### config.mk
export PLATFORM = sky130hd
export DESIGN_NAME = rxwp_packer
export DESIGN_NICKNAME = d
export VERILOG_FILES = /design/src/rxwp_pkg.sv /design/src/rxwp_packer.sv
export SDC_FILE = /design/constraint.sdc
export NUM_CORES = 1
export LEC_CHECK = 0
export BUFFER_PORTS_ARGS = -buffer_cell sky130_fd_sc_hd__buf_2
export CELL_PAD_IN_SITES_DETAIL_PLACEMENT = 0
export CELL_PAD_IN_SITES_GLOBAL_PLACEMENT = 1
export CORE_ASPECT_RATIO = 0.9
export CORE_MARGIN = 2
export CORE_UTILIZATION = 37
export CTS_BUF_LIST = sky130_fd_sc_hd__clkbuf_8
export CTS_CLUSTER_DIAMETER = 60
export DETAILED_ROUTE_END_ITERATION = 10
export PLACE_DENSITY = 0.83
export SLEW_MARGIN = 20
export SYNTH_ARGS = -nofsm -noshare
export SYNTH_HDL_FRONTEND = slang
export SYNTH_SLANG_ARGS = --single-unit
### constraint.sdc
create_clock -name aclk -period 2.2 [get_ports aclk]
set_input_delay 0.22 -clock aclk [delete_from_list [all_inputs] [get_ports aclk]]
set_output_delay 0.22 -clock aclk [all_outputs]
set_load 0.01 [all_outputs]
### src/rxwp_pkg.sv
// package for the receive word packer: layouts, field positions, register map
package rxwp_pkg;

  // interface layouts selected by software
  typedef enum logic [1:0] {
    RXWP_L8  = 2'b00,
    RXWP_L10 = 2'b01,
    RXWP_L16 = 2'b11
  } rxwp_layout_t;

  // per-lane receive status from the channel
  typedef struct packed {
    logic [9:0] sym;      // decoded byte in [7:0], raw symbol in [9:0]
    logic       ctrl;
    logic       code_err;
    logic       sync;
    logic       disp_err;
    logic       align;
    logic       rm_del;
    logic       rm_ins;
    logic [1:0] sx_status;
    logic       run_disp;
  } rxwp_lane_t;

  // field positions within one 16-bit half of the wide word
  localparam int RXWP_B_CTRL  = 8;
  localparam int RXWP_B_CERR  = 9;
  localparam int RXWP_B_SYNC  = 10;
  localparam int RXWP_B_DERR  = 11;
  localparam int RXWP_B_ALIGN = 12;
  localparam int RXWP_B_DEL   = 13;
  localparam int RXWP_B_INS   = 14;
  localparam int RXWP_B_RD    = 15;
  localparam int RXWP_HALF    = 16;

  // register map, byte addresses
  localparam logic [3:0] RXWP_A_CTRL   = 4'h0;
  localparam logic [3:0] RXWP_A_STATUS = 4'h4;
  localparam logic [3:0] RXWP_A_WORD   = 4'h8;

  // control register field positions and reset values
  localparam int           RXWP_C_LAYOUT_LSB = 0;
  localparam int           RXWP_C_SX_BIT     = 2;
  localparam rxwp_layout_t RXWP_RST_LAYOUT   = RXWP_L8;
  localparam logic         RXWP_RST_SX       = 1'b0;

  localparam logic [1:0] RXWP_RESP_OKAY   = 2'b00;
  localparam logic [1:0] RXWP_RESP_SLVERR = 2'b10;

endpackage : rxwp_pkg

### src/rxwp_packer.sv
// receive word packer with axi4-lite control
//
// Local design decisions: the register offsets and the AXI4-Lite interface to the registers.
`timescale 1ns/1ps
`default_nettype none

module rxwp_packer (
  input  wire logic               aclk,
  input  wire logic               aresetn,
  input  wire rxwp_pkg::rxwp_lane_t lane_lo,
  input  wire rxwp_pkg::rxwp_lane_t lane_hi,
  input  wire logic               lane_valid,
  output logic [31:0]             rx_word,
  output logic                    rx_word_valid,
  input  wire logic [3:0]         s_axi_awaddr,
  input  wire logic               s_axi_awvalid,
  output logic                    s_axi_awready,
  input  wire logic [31:0]        s_axi_wdata,
  input  wire logic [3:0]         s_axi_wstrb,
  input  wire logic               s_axi_wvalid,
  output logic                    s_axi_wready,
  output logic [1:0]              s_axi_bresp,
  output logic                    s_axi_bvalid,
  input  wire logic               s_axi_bready,
  input  wire logic [3:0]         s_axi_araddr,
  input  wire logic               s_axi_arvalid,
  output logic                    s_axi_arready,
  output logic [31:0]             s_axi_rdata,
  output logic [1:0]              s_axi_rresp,
  output logic                    s_axi_rvalid,
  input  wire logic               s_axi_rready
);
  import rxwp_pkg::*;

  rxwp_layout_t layout_r;
  logic         sx_mode_r;
  logic [31:0]  word_nxt;
  logic [15:0]  half_nxt [2];
  logic [31:0]  frames_r;
  logic         aw_hold_r;
  logic         w_hold_r;
  logic [3:0]   awaddr_r;
  logic [31:0]  wdata_r;
  logic [3:0]   wstrb_r;

  // one generate loop builds each 16-bit half from its lane
  genvar g;
  for (g = 0; g < 2; g++) begin : g_half
    rxwp_lane_t ln;
    logic       on;
    assign ln = (g == 0) ? lane_lo : lane_hi;
    // high half only exists in the two-lane layout
    assign on = (g == 0) || (layout_r == RXWP_L16);
    always_comb begin
      half_nxt[g] = 16'h0000;
      if (on) begin
        if (layout_r == RXWP_L10) begin
          half_nxt[g][9:0] = ln.sym;
        end else begin
          half_nxt[g][7:0]         = ln.sym[7:0];
          half_nxt[g][RXWP_B_CTRL] = ln.ctrl;
          half_nxt[g][RXWP_B_CERR] = ln.code_err;
        end
        half_nxt[g][RXWP_B_SYNC]  = ln.sync;
        half_nxt[g][RXWP_B_DERR]  = ln.disp_err;
        half_nxt[g][RXWP_B_ALIGN] = ln.align;
        if (sx_mode_r) begin
          half_nxt[g][RXWP_B_INS:RXWP_B_DEL] = ln.sx_status;
        end else begin
          half_nxt[g][RXWP_B_DEL] = ln.rm_del;
          half_nxt[g][RXWP_B_INS] = ln.rm_ins;
        end
        half_nxt[g][RXWP_B_RD] = ln.run_disp;
      end
    end
  end

  assign word_nxt = {half_nxt[1], half_nxt[0]};

  // whole word registered at once so flags never skew from their data
  always_ff @(posedge aclk) begin
    if (!aresetn) begin
      rx_word       <= 32'h0000_0000;
      rx_word_valid <= 1'b0;
    end else begin
      rx_word       <= lane_valid ? word_nxt : 32'h0000_0000;
      rx_word_valid <= lane_valid;
    end
  end

  always_ff @(posedge aclk) begin
    if (!aresetn) begin
      frames_r <= 32'h0000_0000;
    end else if (lane_valid) begin
      frames_r <= frames_r + 32'h0000_0001;
    end
  end

  // axi4-lite write: address and data taken in either order
  assign s_axi_awready = !aw_hold_r && !s_axi_bvalid;
  assign s_axi_wready  = !w_hold_r && !s_axi_bvalid;

  always_ff @(posedge aclk) begin
    if (!aresetn) begin
      aw_hold_r <= 1'b0;
      w_hold_r  <= 1'b0;
      awaddr_r  <= 4'h0;
      wdata_r   <= 32'h0000_0000;
      wstrb_r   <= 4'h0;
    end else if (aw_hold_r && w_hold_r) begin
      aw_hold_r <= 1'b0;
      w_hold_r  <= 1'b0;
    end else begin
      if (s_axi_awvalid && s_axi_awready) begin
        aw_hold_r <= 1'b1;
        awaddr_r  <= s_axi_awaddr;
      end
      if (s_axi_wvalid && s_axi_wready) begin
        w_hold_r <= 1'b1;
        wdata_r  <= s_axi_wdata;
        wstrb_r  <= s_axi_wstrb;
      end
    end
  end

  // layout changes take effect on the next receive cycle; mid-stream changes
  // may split a word pair, so software should switch while the link is idle
  always_ff @(posedge aclk) begin
    if (!aresetn) begin
      layout_r  <= RXWP_RST_LAYOUT;
      sx_mode_r <= RXWP_RST_SX;
    end else if (aw_hold_r && w_hold_r && awaddr_r[3:2] == RXWP_A_CTRL[3:2]
                 && wstrb_r[0]) begin
      // the unused layout code 2 falls back to the 8-bit layout
      case (wdata_r[RXWP_C_LAYOUT_LSB +: 2])
        RXWP_L10: layout_r <= RXWP_L10;
        RXWP_L16: layout_r <= RXWP_L16;
        default:  layout_r <= RXWP_L8;
      endcase
      sx_mode_r <= wdata_r[RXWP_C_SX_BIT];
    end
  end

  always_ff @(posedge aclk) begin
    if (!aresetn) begin
      s_axi_bvalid <= 1'b0;
      s_axi_bresp  <= RXWP_RESP_OKAY;
    end else if (aw_hold_r && w_hold_r) begin
      s_axi_bvalid <= 1'b1;
      s_axi_bresp  <= (awaddr_r[3:2] == RXWP_A_CTRL[3:2]) ? RXWP_RESP_OKAY
                                                           : RXWP_RESP_SLVERR;
    end else if (s_axi_bready) begin
      s_axi_bvalid <= 1'b0;
    end
  end

  // axi4-lite read: one outstanding, answered the cycle after address
  assign s_axi_arready = !s_axi_rvalid;

  always_ff @(posedge aclk) begin
    if (!aresetn) begin
      s_axi_rvalid <= 1'b0;
      s_axi_rdata  <= 32'h0000_0000;
      s_axi_rresp  <= RXWP_RESP_OKAY;
    end else if (s_axi_arvalid && s_axi_arready) begin
      s_axi_rvalid <= 1'b1;
      s_axi_rresp  <= RXWP_RESP_OKAY;
      case (s_axi_araddr[3:2])
        RXWP_A_CTRL[3:2]:   s_axi_rdata <= {29'h0, sx_mode_r, layout_r};
        RXWP_A_STATUS[3:2]: s_axi_rdata <= frames_r;
        RXWP_A_WORD[3:2]:   s_axi_rdata <= rx_word;
        default: begin
          s_axi_rdata <= 32'h0000_0000;
          s_axi_rresp <= RXWP_RESP_SLVERR;
        end
      endcase
    end else if (s_axi_rready) begin
      s_axi_rvalid <= 1'b0;
    end
  end

endmodule : rxwp_packer

`default_nettype wire

==> impl_metrics.csv, run 1 <==
group,metric,value,unit
routing,wire_per_inst,15.74,um
global_routing,grt_usage,18.52,%
global_routing,grt_pass1_wl,18.79,mm
critical_path,cp.arrival,2.30,ns
yosys,yosys.area.top_type,"dfxtp_1",
routing,drc_errors,0,
yosys,synth-adder-area-share,0.2807,%
sta,fin_crit,1.988,ns
cells_and_area,fin_nets,693,
critical_path,crit_required,2.51,ns
yosys,synth_cell_types,38,
yosys,synth_top_area_share,50.29,%
yosys,synth_mux_area_share,4.266,%
yosys,synth_ff_type,"dfxtp_1",
global_routing,antenna_found_initial,0,
pwr,p_per_area,721.4,mW/mm^2
floorplanning,die_w,119.7,um
clock_tree,numClockSinks,112,
global_routing,gr-total-overflow,0,
floorplanning,io_pins,166,
clock_tree,tritoncts,"yes",
place,io_buffers,125,
critical_path,path_cells,"ha_1, nand4_2, or3_4, or4_1, a21oi_1",
status,status,"finished, final reports clean",
clock_tree,clock_path_buffers,2,
critical_path,critPathSlowestCell,"or4_1",
sta,hold_violations,0,
critical_path,crit_family,"simple AND/OR/NAND/NOR gates",
cells_and_area,drive_gt1_share,28.76,%
place,dpl.hpwl,9.028,mm
sta,rsz0062_at_grt,"no",
yosys,synthXorXnorAreaFrac,2.358,%
global_routing,grt_pass1_vias,3594,
critical_path,worstSetupPathType,"reg -> reg",
sta,final_max_slew_viol_count,0,
routing,ant_nets,0,
worst_hold_path,worstHoldPathType,"in -> reg",
yosys,ys_ff_latch,112,
floorplanning,rows,38,
global_routing,grt_max_degree,67,
sta,clock.fmax,503.0,MHz
pwr,peakVddDrop,0.0002689,V
clock_tree,root_buffer,"clkbuf_8",
cells_and_area,area_delta_synth_final,24.31,%
yosys,synth_top_family_by_area,"simple AND/OR/NAND/NOR gates",
routing,drt-total-wl,12.04,mm
pwr,p_leak,2.282,nW
critical_path,crit_fanout,10,
routing,initialDrtViolationCount,290,
critical_path,start_kind,"register",
floorplanning,die_h,108.1,um
critical_path,endpoint_kind,"register",
cells_and_area,final_cell_area,0.005542,mm^2
critical_path,cpPeakStageDelay,0.53,ns
place,finalWeightedCongestion,0.8918,
yosys,synth_compound_area_share,15.89,%
clock_tree,worstSkewPairLatency,0.37,ns
sta,post-route-period-util,90.36,%
yosys,async_flop_share,0,%
sta,setup_violations,0,
yosys,synth-simple-area-share,21.98,%
sta,fin_skew,0.01044,ns
routing,vias_per_cell,5.150,
routing,vias,3940,
yosys,ys.warnings.count,0,
floorplanning,coreArea,0.01189,mm^2
yosys,synth.area.top_cells,"dfxtp_1 (50%), nor2_1 (5.6%), a211oi_1 (5.6%), a22oi_1 (4.9%), mux2i_1 (4.3%)",
yosys,synth.cell_area,0.004458,mm^2
routing,dr.pass1.iters,5,
yosys,syn_inst,482,
clock_tree,htreeDepth,3,
cells_and_area,diodes,0,
sta,setup_tns,0,ns
yosys,ys_seq_area_share,50.29,%
place,placed_area,0.005273,mm^2
yosys,synth_edf_count,0,
clock_tree,cts_buffers,9,
run,maxCapViolations,0,
floorplanning,dieArea,0.01294,mm^2
sta,slew_headroom,59.86,%
yosys,syn_avg_cell_area,9.249,um^2
sta,tightest_slew,0.6021,ns
clock_tree,cts_setup_buffers,0,
critical_path,path_buf_inv,0,
clock_tree,clk_pin_slew_worst_paths,0.10,ns
floorplanning,start_util,37.51,%
[cell usage after synthesis (all sizes together) (2+ instances only)]
library cell and instances:
nor2 67, buf 10, nand3 14, a211oi 33, and2 16, nand2b 5
a21oi 26, or4 12, o21a 2, o21ai 3, or3 5, and3 14
inv 7, nor4bb 4, nor3 4, nand2 23, dfxtp 112, nor4 5
xor2 4, a22oi 29, mux2i 19, nor2b 4, o31ai 11, and4 3
xnor2 8, nand4 10, clkbuf 28
[state kept, by name, summed over array words and instances, names as in the netlist, 2 cells and up]
name	flops
layout_r	2
rx_word	32
awaddr_r	2
s_axi_rdata	32
frames_r	32
wdata_r	3
[worst paths after layout]
check,slack (ns),endpoint,cells after the start,startpoint
hold reg to reg,0.48,sx_mode_r,2,wdata_r[2]
setup reg to reg,0.21,frames_r[20],5,frames_r[1]
setup / recovery,0.21,frames_r[20],5,frames_r[1]
hold / removal,0.02,s_axi_rvalid,2,s_axi_rready
[metal layers]
layer	global-route usage (%)	routed length, um	vias to the layer above
li1	-	-	1975
met1	26.80	5986	1832
met2	27.14	5137	106
met3	2.426	519	27
met4	9.076	397	0
met5	0	0	-
[where the power goes]
part           leakage (nW)  total, W  switching (W)  internal, W
Sequential            0.913   0.00215      0.0000486      0.00210
Combinational          1.24  0.000370       0.000212     0.000158
Clock                 0.124   0.00148       0.000710     0.000768
[layout make-up]
type                       instances  area (um^2)
multi-input combinational        325         2036
inverter                           7        26.28
tap                              160        200.2
timing repair buffer             145        788.3
fill                            1165         6345
sequential                       112         2242
clock inverter                     7        125.1
clock buffer                       9        123.9
[metrics by stage]
stage                     std cells  setup WS [ns]  utilization, %  total power [W]  hold slack (ns)
after floorplan                 483         0.2033               -         0.002402           0.3175
after global placement          749         0.1967           44.36         0.002556           0.4096
after detailed placement        749         0.1346           44.36         0.002567           0.4061
after CTS                       765         0.1157           46.45         0.004029         0.003999
after global routing            765        0.06213           46.62         0.004156          0.02368
final                           765         0.2120           46.62         0.003998          0.01816
[timing repair]
item,in CTS,in global routing
endpoints found under the setup margin,0,7
hold buffers,0,0
resized for setup,0,4
[worst register-to-register path: cells and delay by family (launching register included)]
kind                       cells  cell delay, ns
adders and majority gates      1            0.22
AOI/OAI and AO/OA              1            0.15
and+or+nand+nor                3            1.12
DFF                            1            0.44
[cell usage in the layout (no fill, tap or decap), drive strengths merged, types with 4 or more instances in the layout]
cell	instances
buf	145
dfxtp	112
nor2	67
a211oi	33
a22oi	29
a21oi	26
nand2	23
mux2i	19
and2	16
nand3	14
and3	14
or4	12
o31ai	11
nand4	10
clkbuf	9
inv	9
xnor2	8
nand2b	5
nor4	5
or3	5
xor2	4
nor3	4
nor4bb	4
nor2b	4
[cells by family after synthesis]
logic type | count (synthesis)
AOI/OAI and AO/OA | 104
xor gates and xnor gates | 12
adders and majority gates | 1
buffers and inverters | 46
DFF | 112
muxes | 19
other | 1
and+or+nand+nor | 187
(Power assumes the default switching activity.)
==> run 2: changes to the inputs <==
--- a/config.mk
+++ b/config.mk
@@ -10,11 +10,11 @@
 export CELL_PAD_IN_SITES_GLOBAL_PLACEMENT = 1
 export CORE_ASPECT_RATIO = 0.9
 export CORE_MARGIN = 2
-export CORE_UTILIZATION = 37
+export CORE_UTILIZATION = 34
 export CTS_BUF_LIST = sky130_fd_sc_hd__clkbuf_8
 export CTS_CLUSTER_DIAMETER = 60
 export DETAILED_ROUTE_END_ITERATION = 10
-export PLACE_DENSITY = 0.83
+export PLACE_DENSITY = 0.8
 export SLEW_MARGIN = 20
 export SYNTH_ARGS = -nofsm -noshare
 export SYNTH_HDL_FRONTEND = slang
==> constraint.sdc (replaced) <==
create_clock -name aclk -period 1.8 [get_ports aclk]
set_input_delay 0.18 -clock aclk [delete_from_list [all_inputs] [get_ports aclk]]
set_output_delay 0.18 -clock aclk [all_outputs]
set_load 0.05 [all_outputs]
==> run 2 against run 1 <==
The run now ends with negative setup slack left. Register-to-register slack worse by 0.21 ns. Sequential share of layout area shrank 2.7 points. Sequential cell count unchanged. Non-clock buffer count rose by 42. Combinational power grew 98%. Sequential power grew 22%. Clock power barely moved. Clock-buffer cell count grew 1. First-iteration DRC count grew 6.6%. Critical endpoint unchanged. Highest routed layer unchanged.
==> impl_metrics.csv, run 2 (synthesized netlist as in run 1, its figures left out) <==
group,metric,value,unit
pwr,switchingPower,0.001399,W
pwr,peakVddDrop,0.0003759,V
pwr,pwr-share-comb,15.0,%
critical_path,crit_fanout,5,
floorplanning,coreArea,0.01274,mm^2
floorplanning,start_util,35.00,%
place,finalWeightedCongestion,0.8021,
routing,drt-total-wl,13.05,mm
global_routing,gr-total-overflow,0,
routing,dr.pass1.iters,5,
cells_and_area,fin_nets,736,
sta,fin_crit,1.802,ns
status,status,"complete, but fails checks",
critical_path,cpPeakStageDelay,0.51,ns
clock_tree,tritoncts,"yes",
global_routing,grt_max_degree,67,
routing,vias,4100,
routing,vias_per_cell,5.049,
sta,setup_violations,1,
critical_path,path_buf_inv,0,
critical_path,cp.arrival,2.11,ns
sta,hold_violations,0,
cells_and_area,final_cell_mix,"buf_2 (125), dfxtp_1 (101), nor2_1 (65)",
pwr,sw_frac_of_total,28.74,%
critical_path,critPathSlowestCell,"or4_1",
status,violations,"negative setup slack",
clock_tree,htreeDepth,3,
cells_and_area,reg_top3,"frames_r (32), rx_word (32), s_axi_rdata (32)",
global_routing,grt_pass1_vias,3831,
pwr,power.share.sequential,54.0,%
routing,ant_nets,0,
place,io_buffers,125,
floorplanning,dieArea,0.01405,mm^2
floorplanning,rows,39,
sta,clock.fmax,555.1,MHz
clock_tree,worstSkewPairLatency,0.37,ns
critical_path,crit_family,"simple AND/OR/NAND/NOR gates",
global_routing,antenna_found_initial,0,
pwr,p_int,0.003469,W
critical_path,crit_required,2.11,ns
critical_path,path_cells,"ha_4, nand4_4, or3_4, or4_1, a21oi_1",
sta,fin_skew,0.01676,ns
floorplanning,die_w,124.7,um
sta,setup_ws,-0.001570,ns
global_routing,grt_pass1_wl,20.22,mm
clock_tree,cts_buffers,9,
floorplanning,io_pins,166,
sta,setup_tns,-0.001570,ns
cells_and_area,final_util,46.96,%
clock_tree,numClockSinks,112,
place,dpl.hpwl,9.538,mm
cells_and_area,final_common_cell,"buf_2",
critical_path,start_kind,"register",
pwr,power,0.004867,W
routing,wire_per_inst,16.07,um
routing,initialDrtViolationCount,309,
clock_tree,clk_pin_slew_worst_paths,0.11,ns
clock_tree,root_buffer,"clkbuf_8",
worst_hold_path,worstHoldPathType,"in -> reg",
sta,rsz0062_at_grt,"yes",
clock_tree,clock_path_buffers,2,
run,maxCapViolations,0,
critical_path,endpoint_kind,"register",
sta,final_max_slew_viol_count,0,
critical_path,worstSetupPathType,"reg -> reg",
routing,drc_errors,0,
pwr,p_leak,2.523,nW
pwr,p_per_area,813.9,mW/mm^2
cells_and_area,drive_gt1_share,35.65,%
cells_and_area,area_delta_synth_final,34.16,%
sta,post-route-period-util,100.1,%
pwr,p_clk_share,30.9,%
floorplanning,die_h,112.6,um
global_routing,grt_usage,18.21,%
cells_and_area,diodes,0,
==> run 2: path summary, 6_finish.rpt <==
| path | from | to | slack (ns) | depth (start not counted) |
|---|---|---|---|---|
| setup reg to reg | frames_r[0] | frames_r[20] | -0.002 | 5 |
| hold reg to reg | wdata_r[2] | sx_mode_r | 0.46 | 2 |
| setup / recovery | frames_r[0] | frames_r[20] | -0.002 | 5 |
| hold / removal | lane_hi[13] | rx_word[19] | 0.02 | 2 |
==> run 2: final cells by class <==
cell class	instances	area, um^2
Clock inverter	6	60.06
Multi-Input combinational cell	326	2140
Fill cell	1230	6755
Inverter	7	26.28
Timing Repair Buffer	187	1151
Sequential cell	112	2261
Clock buffer	10	137.6
Tap cell	164	205.2
==> run 2: metrics by stage <==
step	instances	setup slack, ns	hold slack (ns)	area (um^2)
2_1_floorplan	483	0.00007383	0.2775	4529
3_3_place_gp	782	0.03937	0.3708	5567
3_5_place_dp	782	-0.01951	0.3755	5567
4_1_cts	810	0.007160	0.009401	5884
5_1_grt	812	-0.03389	-0.005480	5981
6_report	812	-0.001570	0.02205	5981
==> run 2: layer usage <==
| layer | global-route usage [%] | up-vias | part of all wire, % |
|---|---|---|---|
| met3 | 3.861 | 8 | 7.0 |
| met4 | 5.243 | 0 | 1.1 |
| met1 | 25.50 | 1911 | 46 |
| met2 | 28.45 | 120 | 46 |
| li1 | - | 2061 | - |
| met5 | 0 | - | 0 |
==> run 2: power by group through the flow <==
stage | Clock [W] | Sequential [W] | Combinational [W]
after CTS | 0.00155 | 0.00263 | 0.000730
after global routing | 0.00166 | 0.00264 | 0.000782
after detailed placement | 0 | 0.00269 | 0.000713
after floorplan | 0 | 0.00292 | 0.000261
final | 0.00151 | 0.00263 | 0.000732
after global placement | 0 | 0.00269 | 0.000709
==> run 2: what timing repair did <==
| item | 4_1_cts | 5_1_grt |
|---|---|---|
| hold buffers | 9 | 0 |
| pin swaps | 1 | 8 |
| buffers inserted | 3 | 2 |
| hold endpoints to repair | 9 | 0 |
| resized for setup | 2 | 22 |
| gates cloned | 0 | 1 |
| endpoints found under the setup margin | 7 | 15 |
